### config.mk
export PLATFORM = sky130hd
export DESIGN_NAME = frame_queue_command_regs_flat
export DESIGN_NICKNAME = d
export VERILOG_FILES = /design/src/frame_queue_pkg.sv /design/src/queue_reg_link_if.sv /design/src/frame_queue_command_regs.sv /design/src/flat_wrapper.sv
export SDC_FILE = /design/constraint.sdc
export NUM_CORES = 1
export LEC_CHECK = 0
export BUFFER_PORTS_ARGS = -buffer_cell sky130_fd_sc_hd__buf_2
export CAP_MARGIN = 40
export CORE_AREA = 2 2 68 70
export DETAILED_ROUTE_END_ITERATION = 6
export DIE_AREA = 0 0 70 72
export PLACE_DENSITY = 0.75
export SLEW_MARGIN = 30
export SYNTH_ARGS = -nofsm -noshare
export SYNTH_HDL_FRONTEND = slang
export SYNTH_SLANG_ARGS = --single-unit
### constraint.sdc
create_clock -name pclk -period 1.45 [get_ports pclk]
set_clock_uncertainty 0.15 [all_clocks]
set_input_delay 0.2175 -clock pclk [delete_from_list [all_inputs] [get_ports pclk]]
set_output_delay 0.2175 -clock pclk [all_outputs]
set_load 0.02 [all_outputs]
### src/frame_queue_pkg.sv
// Shared constants for the frame queue command registers and their host.
// Assumes one clock (pclk) and one asynchronous low reset on both ends.
`default_nettype none
package frame_queue_pkg;
  // ----------------------------------------
  // Device register byte offsets
  // ----------------------------------------
  localparam logic [7:0] rx_frame_header_byte_count_off = 8'h7e;
  localparam logic [7:0] transmit_queue_command_off = 8'h80;
  localparam logic [7:0] receive_queue_command_off = 8'h82;
  // ----------------------------------------
  // Field positions
  // ----------------------------------------
  localparam int rx_byte_count_field_width = 12; // Byte count, bits 11:0
  localparam int manual_enqueue_enable_bit = 0;
  localparam int tx_memory_available_monitor_bit = 1;
  localparam int auto_enqueue_enable_bit = 2;
  localparam int rx_frame_threshold_status_bit = 10;
  localparam int rx_byte_threshold_status_bit = 11;
  localparam int rx_duration_threshold_status_bit = 12;
  // ----------------------------------------
  // Reset values
  // ----------------------------------------
  localparam logic [2:0] tx_command_reset = 3'h0;
  localparam logic [2:0] rx_status_reset = 3'h0;
  // ----------------------------------------
  // Host APB register byte offsets
  // ----------------------------------------
  localparam logic [7:0] host_command_off = 8'h00; // [7:0] addr [8] write [9] wide [31] go
  localparam logic [7:0] host_wdata_off = 8'h04; // [15:0] write data
  localparam logic [7:0] host_status_off = 8'h08; // [0] busy [1] refused
  localparam logic [7:0] host_rdata_off = 8'h0c; // [15:0] last read data
  localparam int host_cmd_write_bit = 8;
  localparam int host_cmd_wide_bit = 9;
  localparam int host_cmd_go_bit = 31;
  // Host sequencer states, Gray along idle, first, second
  typedef enum logic [1:0] {
    host_idle = 2'b00,
    host_first = 2'b01,
    host_second = 2'b11
  } host_state_type;
endpackage
`default_nettype wire

### src/queue_reg_link_if.sv
// Register access link between the host end and the device end.
// Assumes both ends run on pclk; the device answers one cycle after a request.
`default_nettype none
interface queue_reg_link_if;
  logic req; // One-cycle request pulse
  logic write; // 1 write, 0 read
  logic wide; // 1 word access, 0 byte access
  logic [7:0] addr; // Byte address; word accesses use even addresses
  logic [15:0] wdata; // Byte accesses use bits 7:0
  logic ack; // One-cycle answer pulse
  logic [15:0] rdata; // Valid with ack
  modport device (input req, write, wide, addr, wdata, output ack, rdata);
  modport host (output req, write, wide, addr, wdata, input ack, rdata);
endinterface
`default_nettype wire

### src/frame_queue_command_regs.sv
// Device end: receive byte count, transmit queue command and receive
// threshold status registers, reached over the register link.
// Assumes datapath inputs are on pclk and the host keeps one request open.
//
// Function
// - Byte count in bits 11:0, read-only
// - One byte count supplied per received frame
// - Byte mode: host reads low byte first
// - Auto enqueue bit queues every prepared frame
// - Software keeps manual bit zero with auto
// - Monitor raises interrupt bit 6 on space
// - Monitor self-clears after frame; wait for zero
// - Manual bit queues exactly one frame
// - Manual bit self-clears; wait before next frame
// - Bit 12: duration threshold caused interrupt
// - Bit 11: byte count threshold caused interrupt
// - Bit 10: frame count threshold caused interrupt
// - Status bits refresh only on acknowledge write
// - Transmit command bits reset to zero
//
// The APB register port is this design's own decision.
`default_nettype none
module frame_queue_command_regs
  import frame_queue_pkg::*;
(
  input wire logic pclk,
  input wire logic presetn,
  queue_reg_link_if.device link,
  // Byte count of the frame at the head of the receive queue
  input wire logic [11:0] rx_frame_bytes,
  // Pulse: the frame under transmission has finished
  input wire logic tx_frame_done,
  // Free transmit queue space and the amount requested
  input wire logic [15:0] tx_space_free,
  input wire logic [15:0] tx_next_frame_size_request,
  // Live threshold conditions of the receive queue
  input wire logic rx_duration_over,
  input wire logic rx_bytes_over,
  input wire logic rx_frames_over,
  // Pulse: software wrote 1 to the receive interrupt bit
  input wire logic rx_irq_ack_write,
  output logic rx_header_pop, // Pulse: next frame byte count wanted
  output logic tx_enqueue, // Pulse: queue one prepared frame
  output logic tx_auto_enqueue, // Level: queue every prepared frame
  output logic tx_memory_irq, // Pulse: set interrupt status bit 6
  output logic [2:0] rx_threshold_status // {duration, bytes, frames}
);

  // ----------------------------------------
  // State
  // ----------------------------------------
  typedef struct packed {
    logic [2:0] tx_command; // {auto, monitor, manual}
    logic monitor_fired; // Interrupt already given for this arming
    logic [2:0] rx_status; // Snapshot of threshold causes
    logic [7:0] count_high; // High byte kept for byte-wide reads
    logic ack;
    logic [15:0] rdata;
    logic pop;
    logic enqueue;
    logic mem_irq;
  } state_type;

  state_type state; // Registered state
  state_type next_state; // Next value

  logic [15:0] word_read; // Selected register, word view
  logic [7:0] lane_wdata; // Write data for the addressed lane
  logic hit_tx; // Access to the transmit command word
  logic lane_low; // Access touches bits 7:0
  logic tx_write; // Write landing in bits 7:0 of the command
  logic space_ok; // Requested space is reached

  // ----------------------------------------
  // Read view of the registers
  // ----------------------------------------
  // Reserved bits are wired to zero in every word
  always_comb begin
    word_read = 16'h0000;
    case ({link.addr[7:1], 1'b0})
      rx_frame_header_byte_count_off: begin
        word_read[rx_byte_count_field_width-1:0] = rx_frame_bytes;
      end
      transmit_queue_command_off: begin
        word_read[2:0] = state.tx_command;
      end
      receive_queue_command_off: begin
        word_read[12:10] = state.rx_status;
      end
      default: begin
        word_read = 16'h0000; // Unmapped reads give zero
      end
    endcase
  end

  // ----------------------------------------
  // Access decode
  // ----------------------------------------
  always_comb begin
    hit_tx = ({link.addr[7:1], 1'b0} == transmit_queue_command_off);
    lane_low = link.wide || !link.addr[0];
    lane_wdata = link.wdata[7:0];
    tx_write = link.req && link.write && hit_tx && lane_low;
    space_ok = (tx_space_free >= tx_next_frame_size_request);
  end

  // ----------------------------------------
  // Next state
  // ----------------------------------------
  always_comb begin
    next_state = state;
    next_state.ack = 1'b0;
    next_state.pop = 1'b0;
    next_state.enqueue = 1'b0;
    next_state.mem_irq = 1'b0;

    // Self-clear when the frame finishes; a set below wins
    if (tx_frame_done) begin
      next_state.tx_command[manual_enqueue_enable_bit] = 1'b0;
      next_state.tx_command[tx_memory_available_monitor_bit] = 1'b0;
    end

    // Command writes; only bits 2:0 exist, upper lane writes are dropped
    if (tx_write) begin
      next_state.tx_command[auto_enqueue_enable_bit] =
        lane_wdata[auto_enqueue_enable_bit];
      if (lane_wdata[manual_enqueue_enable_bit]) begin
        // One frame per command, even if already pending
        next_state.tx_command[manual_enqueue_enable_bit] = 1'b1;
        next_state.enqueue = 1'b1;
      end
      if (lane_wdata[tx_memory_available_monitor_bit]) begin
        next_state.tx_command[tx_memory_available_monitor_bit] = 1'b1;
        next_state.monitor_fired = 1'b0;
      end
    end

    // Space monitor: one interrupt per arming; firing wins over a re-arm
    if (state.tx_command[tx_memory_available_monitor_bit] && !state.monitor_fired
        && space_ok) begin
      next_state.mem_irq = 1'b1;
      next_state.monitor_fired = 1'b1;
    end

    // Status snapshot moves only on the acknowledge write
    if (rx_irq_ack_write) begin
      next_state.rx_status = {rx_duration_over, rx_bytes_over, rx_frames_over};
    end

    // Answers to every request, one cycle after it; read data for reads
    if (link.req) begin
      next_state.ack = 1'b1;
      next_state.rdata = 16'h0000;
      if (!link.write) begin
        if (link.wide) begin
          next_state.rdata = word_read;
        end else if (!link.addr[0]) begin
          next_state.rdata[7:0] = word_read[7:0];
        end else begin
          next_state.rdata[7:0] = word_read[15:8];
        end
        // Byte mode: low read latches the high half for its pair
        if (!link.wide && !link.addr[0]) begin
          next_state.count_high = word_read[15:8];
        end
        if (!link.wide && link.addr[0] &&
            ({link.addr[7:1], 1'b0} == rx_frame_header_byte_count_off)) begin
          next_state.rdata[7:0] = state.count_high;
        end
        // Finished reading a count: ask for the next frame's count
        if (({link.addr[7:1], 1'b0} == rx_frame_header_byte_count_off) &&
            (link.wide || link.addr[0])) begin
          next_state.pop = 1'b1;
        end
      end
    end
  end

  // ----------------------------------------
  // Registers
  // ----------------------------------------
  // Constants only under reset
  always_ff @(posedge pclk or negedge presetn) begin
    if (!presetn) begin
      state.tx_command <= tx_command_reset;
      state.monitor_fired <= 1'b0;
      state.rx_status <= rx_status_reset;
      state.count_high <= 8'h00;
      state.ack <= 1'b0;
      state.rdata <= 16'h0000;
      state.pop <= 1'b0;
      state.enqueue <= 1'b0;
      state.mem_irq <= 1'b0;
    end else begin
      state <= next_state;
    end
  end

  // ----------------------------------------
  // Outputs, all from flip-flops
  // ----------------------------------------
  assign link.ack = state.ack;
  assign link.rdata = state.rdata;
  assign rx_header_pop = state.pop;
  assign tx_enqueue = state.enqueue;
  assign tx_auto_enqueue = state.tx_command[auto_enqueue_enable_bit];
  assign tx_memory_irq = state.mem_irq;
  assign rx_threshold_status = state.rx_status;

endmodule
`default_nettype wire

### src/flat_wrapper.sv
// flat-port wrapper written by rule: the top's interface ports become plain ports
module frame_queue_command_regs_flat import frame_queue_pkg::*;
  (pclk, presetn, rx_frame_bytes, tx_frame_done, tx_space_free, tx_next_frame_size_request, rx_duration_over, rx_bytes_over, rx_frames_over, rx_irq_ack_write, rx_header_pop, tx_enqueue, tx_auto_enqueue, tx_memory_irq, rx_threshold_status, link_req, link_write, link_wide, link_addr, link_wdata, link_ack, link_rdata);
  queue_reg_link_if link_i ();
  input wire logic pclk;
  input wire logic presetn;
  input wire logic [11:0] rx_frame_bytes;
  input wire logic tx_frame_done;
  input wire logic [15:0] tx_space_free;
  input wire logic [15:0] tx_next_frame_size_request;
  input wire logic rx_duration_over;
  input wire logic rx_bytes_over;
  input wire logic rx_frames_over;
  input wire logic rx_irq_ack_write;
  output logic rx_header_pop;
  output logic tx_enqueue;
  output logic tx_auto_enqueue;
  output logic tx_memory_irq;
  output logic [2:0] rx_threshold_status;
  input wire logic [$bits(link_i.req)-1:0] link_req;
  input wire logic [$bits(link_i.write)-1:0] link_write;
  input wire logic [$bits(link_i.wide)-1:0] link_wide;
  input wire logic [$bits(link_i.addr)-1:0] link_addr;
  input wire logic [$bits(link_i.wdata)-1:0] link_wdata;
  output wire logic [$bits(link_i.ack)-1:0] link_ack;
  output wire logic [$bits(link_i.rdata)-1:0] link_rdata;
  assign link_i.req = link_req;
  assign link_i.write = link_write;
  assign link_i.wide = link_wide;
  assign link_i.addr = link_addr;
  assign link_i.wdata = link_wdata;
  assign link_ack = link_i.ack;
  assign link_rdata = link_i.rdata;
  frame_queue_command_regs u_core (.pclk(pclk), .presetn(presetn), .link(link_i), .rx_frame_bytes(rx_frame_bytes), .tx_frame_done(tx_frame_done), .tx_space_free(tx_space_free), .tx_next_frame_size_request(tx_next_frame_size_request), .rx_duration_over(rx_duration_over), .rx_bytes_over(rx_bytes_over), .rx_frames_over(rx_frames_over), .rx_irq_ack_write(rx_irq_ack_write), .rx_header_pop(rx_header_pop), .tx_enqueue(tx_enqueue), .tx_auto_enqueue(tx_auto_enqueue), .tx_memory_irq(tx_memory_irq), .rx_threshold_status(rx_threshold_status));
endmodule
==> metrics.md, run 1 <==
| Metric | Value |
|---|---|
| Cells after DPL | 330 |
| Global-route wire length before repair | 7.28 mm |
| VDD IR max | 0.385 mV |
| Hold_ws | 0.0108 ns |
| Initial DRC Count | 58 |
| Via count | 1711 |
| Sequential cell area | 726 um^2 |
| Crit end category | register |
| GR Overflow Total | 0 |
| Max-Cap Viols | 0 |
| Worst Hold Launch | rx_frame_bytes[7] |
| Mapped Cells | 192 |
| Failing checks | negative setup slack |
| # fillers | 338 |
| WS Path Type | primary input to register |
| Final setup vio count | 14 |
| Power Dens Cells | 690 nW/um^2 |
| Most frequent cells in the layout | 75 x buf_2, 29 x dfrtp_1, 20 x nand2_1, 20 x buf_4, 12 x inv_1 |
| CP Max Fanout | 4 |
| Non-Filler Instances | 343 |
| Critical-path cell list | buf_6 -> or4b_4 -> nor4b_4 -> buf_4 -> nand2_4 -> a21oi_2 -> a32o_1 |
| IO Pins | 102 |
| Post-synth top area share | 40.1% |
| Met2 WL | 2.23 mm |
| Critical Path Start Type | primary input |
| Mapped Area | 1810 um^2 |
| Clock buffer depth | 2 |
| Root Driver | clkbuf_8 |
| Initial antenna violation count | 0 |
| Vias in the first global route | 1643 |
| Area growth syn-to-layout | 53.9% |
| Layout cell share with drive strength beyond 1 | 56.0% |
| Layout Nets | 385 |
| Commonest non-fill, non-tap cell in the layout | buf_2 |
| Register area share after synthesis | 40.1% |
| Largest net degree at the start of global routing | 17 |
| Clk pin slew, worst setup/hold paths | 0.06 ns |
| Final Max Tran Viols | 0 |
| Worst endpoint required time | 1.52 ns |
| Detailed-router iteration count before antenna repair | 4 |
| Highest metal used | met4 |
| Seq cells post-synth | 29 |
| CTS tree | built |
| Core Footprint | 4260 um^2 |
| RSZ-0062 raised after global routing | true |
| DRC | 0 |
| Largest cells by area after synthesis | dfrtp_1 40%, ha_1 11%, buf_4 7.9% |
| Reg-to-Reg Start | u_core.state[24]$_DFFE_PN0P_ |
| Routed Antenna Nets | 0 |
| H-Tree Depth | 2 |
| Count of cell types in the netlist | 41 |
| Gpl congestion | 0.818 |
| Synth Area per Inst | 9.44 um^2 |
| Multi-input gate area | 1100 um^2 |
| Met3 WL | 369 um |
| Starting density of the core | 42.5% |
| Slowest stage delay, CP | 0.57 ns |
| Critical Path AT | 1.68 ns |
| Clk sink count | 29 |
| Dominant cell type by area after synthesis | dfrtp_1 |
| Fmax | 0.620 GHz |
| Outcome | finished, violations left |
| Num rows | 24 |
| Min Tclk post-route | 1.61 ns |
| Die Y | 72 um |
| IO Port Bufs | 85 |
| PnR worst setup slack | -0.164 ns |
| Die area | 5040 um^2 |
| Final hold violations | 0 |
| Worst Path Buf+Inv | 2 |
| Overall power | 1.92 mW |
| Dpl hpwl | 3.61 mm |
| Routed vias/inst | 4.99 |
| Cts bufs inserted | 5 |
| Worst Hold Class | primary input to register |
| Crit path from | link_addr[5] |
| Met1 Wirelength | 1.85 mm |
| DR WL/cell | 13.2 um |
| Routed WL | 4.52 mm |
| Critical-path top delay cell | or4b_4 |
| Yosys warning total | 0 |
| Static Leak | 1.40 nW |
| Final period util | 111% |
| Clk_lat worst skew | 0.28 ns |
| Gr usage total | 18.2% |
| Die X | 70 um |
| CP top delay family | simple AND/OR/NAND/NOR gates |
| Antenna diodes | 0 |
worst reg2reg max path, stage by stage (launching register included):
cell	delay (ns)
dfrtp_1	0.39
or3_1	0.40
a32o_1	0.26
registers in the layout, summed over array words and instances, names as in the netlist:
register                    cells
u_core.link.ack                 1
u_core.link.rdata              13
u_core.rx_header_pop            1
u_core.rx_threshold_status      3
u_core.state                    8
u_core.tx_auto_enqueue          1
u_core.tx_enqueue               1
u_core.tx_memory_irq            1
path summary, 6_finish.rpt:
| path | endpoint | slack, ns | cells past startpoint |
|---|---|---|---|
| min in group asynchronous | u_core.link.rdata[8]$_DFFE_PN0P_ | 0.22 | 2 |
| min | u_core.link.rdata[7]$_DFFE_PN0P_ | 0.01 | 3 |
| max in group asynchronous | u_core.state[23]$_DFFE_PN0P_ | 0.53 | 3 |
| max reg2reg | u_core.link.rdata[4]$_DFFE_PN0P_ | 0.14 | 2 |
| min reg2reg | u_core.tx_memory_irq$_DFF_PN0_ | 0.31 | 1 |
| max | u_core.link.rdata[4]$_DFFE_PN0P_ | -0.16 | 7 |
routing by layer:
| metal | vias up | global-route usage, % |
|---|---|---|
| li1 | 849 | - |
| met1 | 779 | 22.8 |
| met3 | 7 | 5.14 |
| met4 | 0 | 6.84 |
| met5 | - | 0 |
| met2 | 76 | 30.2 |
Yosys cell counts, drive strengths merged:
master and number:
dfrtp 29, inv 22, nand2 22, buf 20, ha 16, a21oi 13, o21ai 10, nor2 6
nor3 6, nand3 5, mux2 4, a21o 3, a221o 3, a22oi 3, nand4 3, nor2b 3
o2bb2ai 3, a2111oi 2, a22o 2, nand2b 2, nor4 2, or3 2, a311oi 1, a32o 1
and2 1, and3 1, and4 1, clkinv 1, conb 1, nand3b 1, nor4b 1, or2b 1
or4b 1
timing repair:
item,in CTS,in global routing
resized for setup,6,33
setup endpoints to repair,14,20
pin swaps,3,15
hold buffers,2,0
hold endpoints to repair,30,0
setup buffers,2,2
through the flow:
stage / setup WS (ns) / setup TNS, ns / area, um^2 / utilization (%)
floorplan: -0.317 / -2.15 / 1970 / -
global route: -0.217 / -1.88 / 2790 / 65.4
global placement: -0.454 / -6.65 / 2470 / 58.0
detailed placement: -0.491 / -7.18 / 2470 / 58.0
finish: -0.164 / -1.01 / 2790 / 65.4
CTS: -0.182 / -1.15 / 2620 / 61.4
layout make-up:
cell class              count  share of cell area, %
clock buffers               7                   3.10
inverters                  23                   3.73
well taps                  52                   2.33
repair buffers            110                   25.4
flip-flops and latches     29                   26.0
multi-input cells         122                   39.4
cell families (layout without fill, tap and decap cells):
kind of cell / count (synthesis) / after routing / share of synthesized area [%]
muxes: 4 / 4 / 2.49
other: 1 / 3 / 0.207
and+or+nand+nor: 58 / 58 / 18.2
AOI/OAI and AO/OA: 41 / 41 / 15.1
DFF: 29 / 29 / 40.1
adders and majority gates: 16 / 16 / 11.0
buffers and inverters: 43 / 140 / 12.9
report_power, final:
group / leakage, nW / switching [mW] / internal (mW) / total, mW
Combinational: 0.965 / 0.202 / 0.212 / 0.413
Sequential: 0.393 / 0.0180 / 0.829 / 0.847
Clock: 0.0443 / 0.287 / 0.375 / 0.662
No activity file was read; power rests on OpenSTA's default activity.
==> inputs of run 2 (changes only) <==
Settings changed: CELL_PAD_IN_SITES_DETAIL_PLACEMENT set to 0, CELL_PAD_IN_SITES_GLOBAL_PLACEMENT set to 1, CORE_AREA 2 2 68 70 to 2 2 80 82, DIE_AREA 0 0 70 72 to 0 0 82 84.
==> metrics.md, run 2 (same netlist as run 1, synthesis figures left out) <==
| Metric | Value |
|---|---|
| Outcome | finished, violations left |
| Failing checks | negative setup slack |
| Register-to-register setup slack | 0.20 ns |
| Clk pin slew, worst setup/hold paths | 0.07 ns |
| Routed WL | 4.55 mm |
| RSZ-0062 raised after global routing | true |
| Crit end category | register |
| Static Leak | 1.38 nW |
| Min Tclk post-route | 1.60 ns |
| Pre-CTS setup slack | -0.504 ns |
| Depth of the worst register-to-register path | 2 |
| Routed vias/inst | 4.52 |
| Final setup vio count | 11 |
| Routed Antenna Nets | 0 |
| Largest net degree at the start of global routing | 17 |
| VDD IR max | 0.523 mV |
| Power Dens Cells | 715 nW/um^2 |
| Max-Cap Viols | 0 |
| Hold_ws | 0.0123 ns |
| Layout cell share with drive strength beyond 1 | 54.0% |
| Worst Hold Class | primary input to register |
| Clock buffer depth | 2 |
| IO Port Bufs | 85 |
| TNS Setup | -0.927 ns |
| Dpl hpwl | 3.79 mm |
| Clk_lat worst skew | 0.28 ns |
| Final instance area | 2750 um^2 |
| Initial DRC Count | 47 |
| Die area | 6890 um^2 |
| PnR worst setup slack | -0.153 ns |
| Antenna diodes | 0 |
| Root Driver | clkbuf_8 |
| Top register by number of flip-flops | u_core.link.rdata |
| Critical Path AT | 1.62 ns |
| Worst hold endpoint | u_core.link.rdata[9]$_DFFE_PN0P_ |
| Die Y | 84 um |
| DR WL/cell | 12.4 um |
| Overall power | 1.97 mW |
| IO Pins | 102 |
| Critical Path Start Type | primary input |
| Final hold violations | 0 |
| Global-route wire length before repair | 7.27 mm |
| GR Overflow Total | 0 |
| Area growth syn-to-layout | 51.7% |
| Layout Nets | 384 |
| Final Max Tran Viols | 0 |
| Gpl congestion | 0.795 |
| Final period util | 111% |
| # fillers | 616 |
| CTS tree | built |
| Reg-to-Reg Start | u_core.state[24]$_DFFE_PN0P_ |
| Worst Hold Launch | rx_frame_bytes[9] |
| Most frequent cells in the layout | 77 x buf_2, 29 x dfrtp_1, 21 x nand2_1 |
| Worst endpoint required time | 1.47 ns |
| WS Path Type | primary input to register |
| Starting density of the core | 29.7% |
| Hold Path Stages | 2 |
| H-Tree Depth | 2 |
| Num rows | 29 |
| CP Max Fanout | 3 |
| Core Footprint | 6100 um^2 |
| Via count | 1663 |
| Max FFs per register | 13 |
| Fmax | 0.624 GHz |
| Clk sink count | 29 |
| Die X | 82 um |
| Placed Area | 2510 um^2 |
| Gr usage total | 13.6% |
| Commonest non-fill, non-tap cell in the layout | buf_2 |
| Cts bufs inserted | 5 |
| DRC | 0 |
| Detailed-router iteration count before antenna repair | 4 |
| Initial antenna violation count | 0 |
| Vias in the first global route | 1684 |
| R2r endpoint | u_core.link.rdata[4]$_DFFE_PN0P_ |
-- run 2: changes by cell type in the layout (fill, tap and decap cells not counted), sizes merged --
cell / change
clkinv: +3
inv: -2
buf: -1
-- run 2: repair_timing --
item / in CTS / in global routing
hold buffers: 2 / 0
gates resized for setup: 7 / 18
setup endpoints to repair: 14 / 20
hold endpoints to repair: 30 / 0
buffers inserted: 0 / 2
pin swaps: 6 / 15
-- run 2: worst max-delay path by stage --
| stage | slack, ns | start | to |
|---|---|---|---|
| after global routing | -0.25 | link_addr[5] | u_core.link.rdata[3]$_DFFE_PN0P_ |
| final | -0.15 | link_addr[5] | u_core.tx_auto_enqueue$_DFFE_PN0P_ |
| after detailed placement | -0.50 | link_addr[5] | u_core.tx_auto_enqueue$_DFFE_PN0P_ |
| after floorplan | -0.32 | link_addr[5] | u_core.tx_auto_enqueue$_DFFE_PN0P_ |
| after global placement | -0.46 | link_addr[5] | u_core.tx_auto_enqueue$_DFFE_PN0P_ |
| after CTS | -0.19 | link_addr[5] | u_core.tx_auto_enqueue$_DFFE_PN0P_ |
-- run 2: final cells by class --
cell class	count	area, um^2	share of cell area [%]
Multi-Input combinational cell	122	1040	38.0
Sequential cell	29	726	26.4
Timing Repair Buffer	109	681	24.8
Inverter	23	101	3.69
Clock buffer	7	96.3	3.50
Tap cell	77	96.3	3.50
Clock inverter	1	5.00	0.182
-- run 2: routing by layer --
metal  up-vias  global-route usage, %  part of all wire, %
li1        849                      -                    -
met1       749                   16.5                   43
met2        58                   23.0                   48
met3         7                   3.57                  7.2
met4         0                   4.39                  1.7
met5         -                      0                    0
-- run 2: power by group --
| group | internal, mW | switching, mW |
|---|---|---|
| sequential | 0.828 | 0.0160 |
| clock | 0.428 | 0.305 |
| combinational | 0.199 | 0.189 |
-- run 2: per-stage QoR --
step,utilization (%),std cells
after floorplan,-,194
after global placement,41.2,356
after detailed placement,41.2,356
after CTS,43.8,366
after global routing,45.1,368
final,45.1,368
-- run 2: critical path, stage by stage --
cell and delay, ns:
buf_6 0.09, or4b_4 0.57, nor4_4 0.17, and4_4 0.27
mux2_4 0.30
==> inputs of run 3 (changes only) <==
--- a/config.mk
+++ b/config.mk
@@ -15,3 +15,3 @@
 export PLACE_DENSITY = 0.75
-export SLEW_MARGIN = 30
+export SKIP_LAST_GASP = 1
 export SYNTH_ARGS = -nofsm -noshare
--- a/constraint.sdc
+++ b/constraint.sdc
@@ -4,2 +4,2 @@
 set_output_delay 0.2175 -clock pclk [all_outputs]
-set_load 0.02 [all_outputs]
+set_load 0.05 [all_outputs]
==> metrics.md, run 3 (same netlist as run 1, synthesis figures left out) <==
| Metric | Value |
|---|---|
| Global-route wire length before repair | 7.27 mm |
| Final period util | 111% |
| Final hold violations | 0 |
| Antenna diodes | 0 |
| IO Pins | 102 |
| Failing checks | negative setup slack |
| Clk sink count | 29 |
| Die area | 6890 um^2 |
| GR Overflow Total | 0 |
| Worst Hold Class | primary input to register |
| Commonest non-fill, non-tap cell in the layout | buf_2 |
| Clk_lat worst skew | 0.28 ns |
| Most frequent cells in the layout | 77 x buf_2, 29 x dfrtp_1, 21 x nand2_1 |
| Fmax | 0.619 GHz |
| Clock buffer depth | 2 |
| Register-to-register setup slack | 0.20 ns |
| IO Port Bufs | 85 |
| DRC | 0 |
| Layout cell share with drive strength beyond 1 | 53.6% |
| Detailed-router iteration count before antenna repair | 4 |
| Num rows | 29 |
| Cts bufs inserted | 5 |
| Initial DRC Count | 52 |
| H-Tree Depth | 2 |
| Psw | 0.551 mW |
| RSZ-0062 raised after global routing | true |
| CTS tree | built |
| Vias in the first global route | 1684 |
| Routed Antenna Nets | 0 |
| Root Driver | clkbuf_8 |
| Outcome | finished, violations left |
| Routed vias/inst | 4.51 |
| Depth of the worst register-to-register path | 2 |
| Crit end category | register |
| CP Max Fanout | 3 |
| Routed WL | 4.55 mm |
| Area growth syn-to-layout | 51.5% |
| R2r endpoint | u_core.link.rdata[4]$_DFFE_PN0P_ |
| Dpl hpwl | 3.79 mm |
| Layout Nets | 384 |
| Critical Path Start Type | primary input |
| Combinational share of power | 21.3% |
| Clk pin slew, worst setup/hold paths | 0.07 ns |
| Max FFs per register | 13 |
| VDD IR max | 0.525 mV |
| Core Footprint | 6100 um^2 |
| CP endpoint | u_core.tx_auto_enqueue$_DFFE_PN0P_ |
| Worst endpoint required time | 1.46 ns |
| DR WL/cell | 12.4 um |
| Sw Ratio | 27.5% |
| Starting density of the core | 29.7% |
| Final core utilization | 45.0% |
| Largest net degree at the start of global routing | 17 |
| Clock power frac | 36.6% |
| Critical Path AT | 1.63 ns |
| Pre-CTS setup slack | -0.504 ns |
| Crit path from | link_addr[5] |
| Die Y | 84 um |
| Max-Cap Viols | 0 |
| PnR worst setup slack | -0.166 ns |
| Top register by number of flip-flops | u_core.link.rdata |
| Via count | 1660 |
| Gr usage total | 13.6% |
| Die X | 82 um |
| Final Max Tran Viols | 0 |
| Int Pwr | 1.45 mW |
| Static Leak | 1.38 nW |
| Final setup vio count | 11 |
| Reg-to-Reg Start | u_core.state[24]$_DFFE_PN0P_ |
| Min Tclk post-route | 1.62 ns |
| Power Dens Cells | 730 nW/um^2 |
| WS Path Type | primary input to register |
| Sequential share of power | 42.1% |
| Gpl congestion | 0.795 |
| Initial antenna violation count | 0 |
## run 3: cell counts in the layout (fill, tap and decap cells not counted)
Identical to the previous run, type by type.
## run 3: through the flow
stage | instance area [um^2] | std cells | hold WS [ns] | total power [mW] | TNS (ns)
CTS | 2670 | 366 | 0.00749 | 2.02 | -1.10
finish | 2750 | 368 | 0.0123 | 2.01 | -0.931
global placement | 2510 | 356 | -0.00689 | 1.26 | -6.64
global route | 2750 | 368 | 0.00846 | 2.11 | -1.71
floorplan | 1970 | 194 | -0.228 | 1.08 | -2.15
detailed placement | 2510 | 356 | -0.0120 | 1.27 | -7.19
## run 3: repair_timing
item	in CTS	in global routing
setup buffers	0	2
pin swaps	6	15
hold endpoints to repair	30	0
hold buffers	2	0
endpoints found under the setup margin	14	20
resized for setup	7	17
cloned	0	0
## run 3: final cells by class
cell class                 instances  area [um^2]
clock buffer                       7         96.3
clock inverter                     1         5.00
fill                             616         3350
inverter                          23          101
multi-input combinational        122         1040
sequential                        29          726
tap                               77         96.3
timing repair buffer             109          681
## run 3: layer usage
metal / part of all wire [%] / vias to the layer above / wire [um] / global-route usage, %
met5: 0 / - / 0 / 0
met4: 1.7 / 0 / 76 / 4.39
met3: 7.1 / 7 / 321 / 3.57
met2: 48 / 58 / 2180 / 23.0
met1: 43 / 747 / 1970 / 16.5
li1: - / 848 / - / -
## run 3: worst max-delay path: stages
cell and delay [ns]:
buf_6 0.09, or4b_4 0.57, nor4_4 0.17, and4_4 0.26
mux2_1 0.32
## run 3: how the worst min path moves through the flow
stage / startpoint / to / cells after the start
finish: rx_frame_bytes[9] / u_core.link.rdata[9]$_DFFE_PN0P_ / 2
global route: rx_frame_bytes[8] / u_core.link.rdata[8]$_DFFE_PN0P_ / 2
CTS: rx_frame_bytes[9] / u_core.link.rdata[9]$_DFFE_PN0P_ / 2
detailed placement: presetn / u_core.link.rdata[9]$_DFFE_PN0P_ / 1
global placement: presetn / u_core.link.rdata[9]$_DFFE_PN0P_ / 1
floorplan: presetn / u_core.link.ack$_DFF_PN0_ / 0
## run 3: power by group through the flow
stage / registers (mW) / logic [mW] / clock network, mW
2_1_floorplan: 0.864 / 0.219 / 0
3_3_place_gp: 0.858 / 0.403 / 0
3_5_place_dp: 0.858 / 0.409 / 0
4_1_cts: 0.844 / 0.420 / 0.755
5_1_grt: 0.846 / 0.476 / 0.792
6_report: 0.844 / 0.427 / 0.734
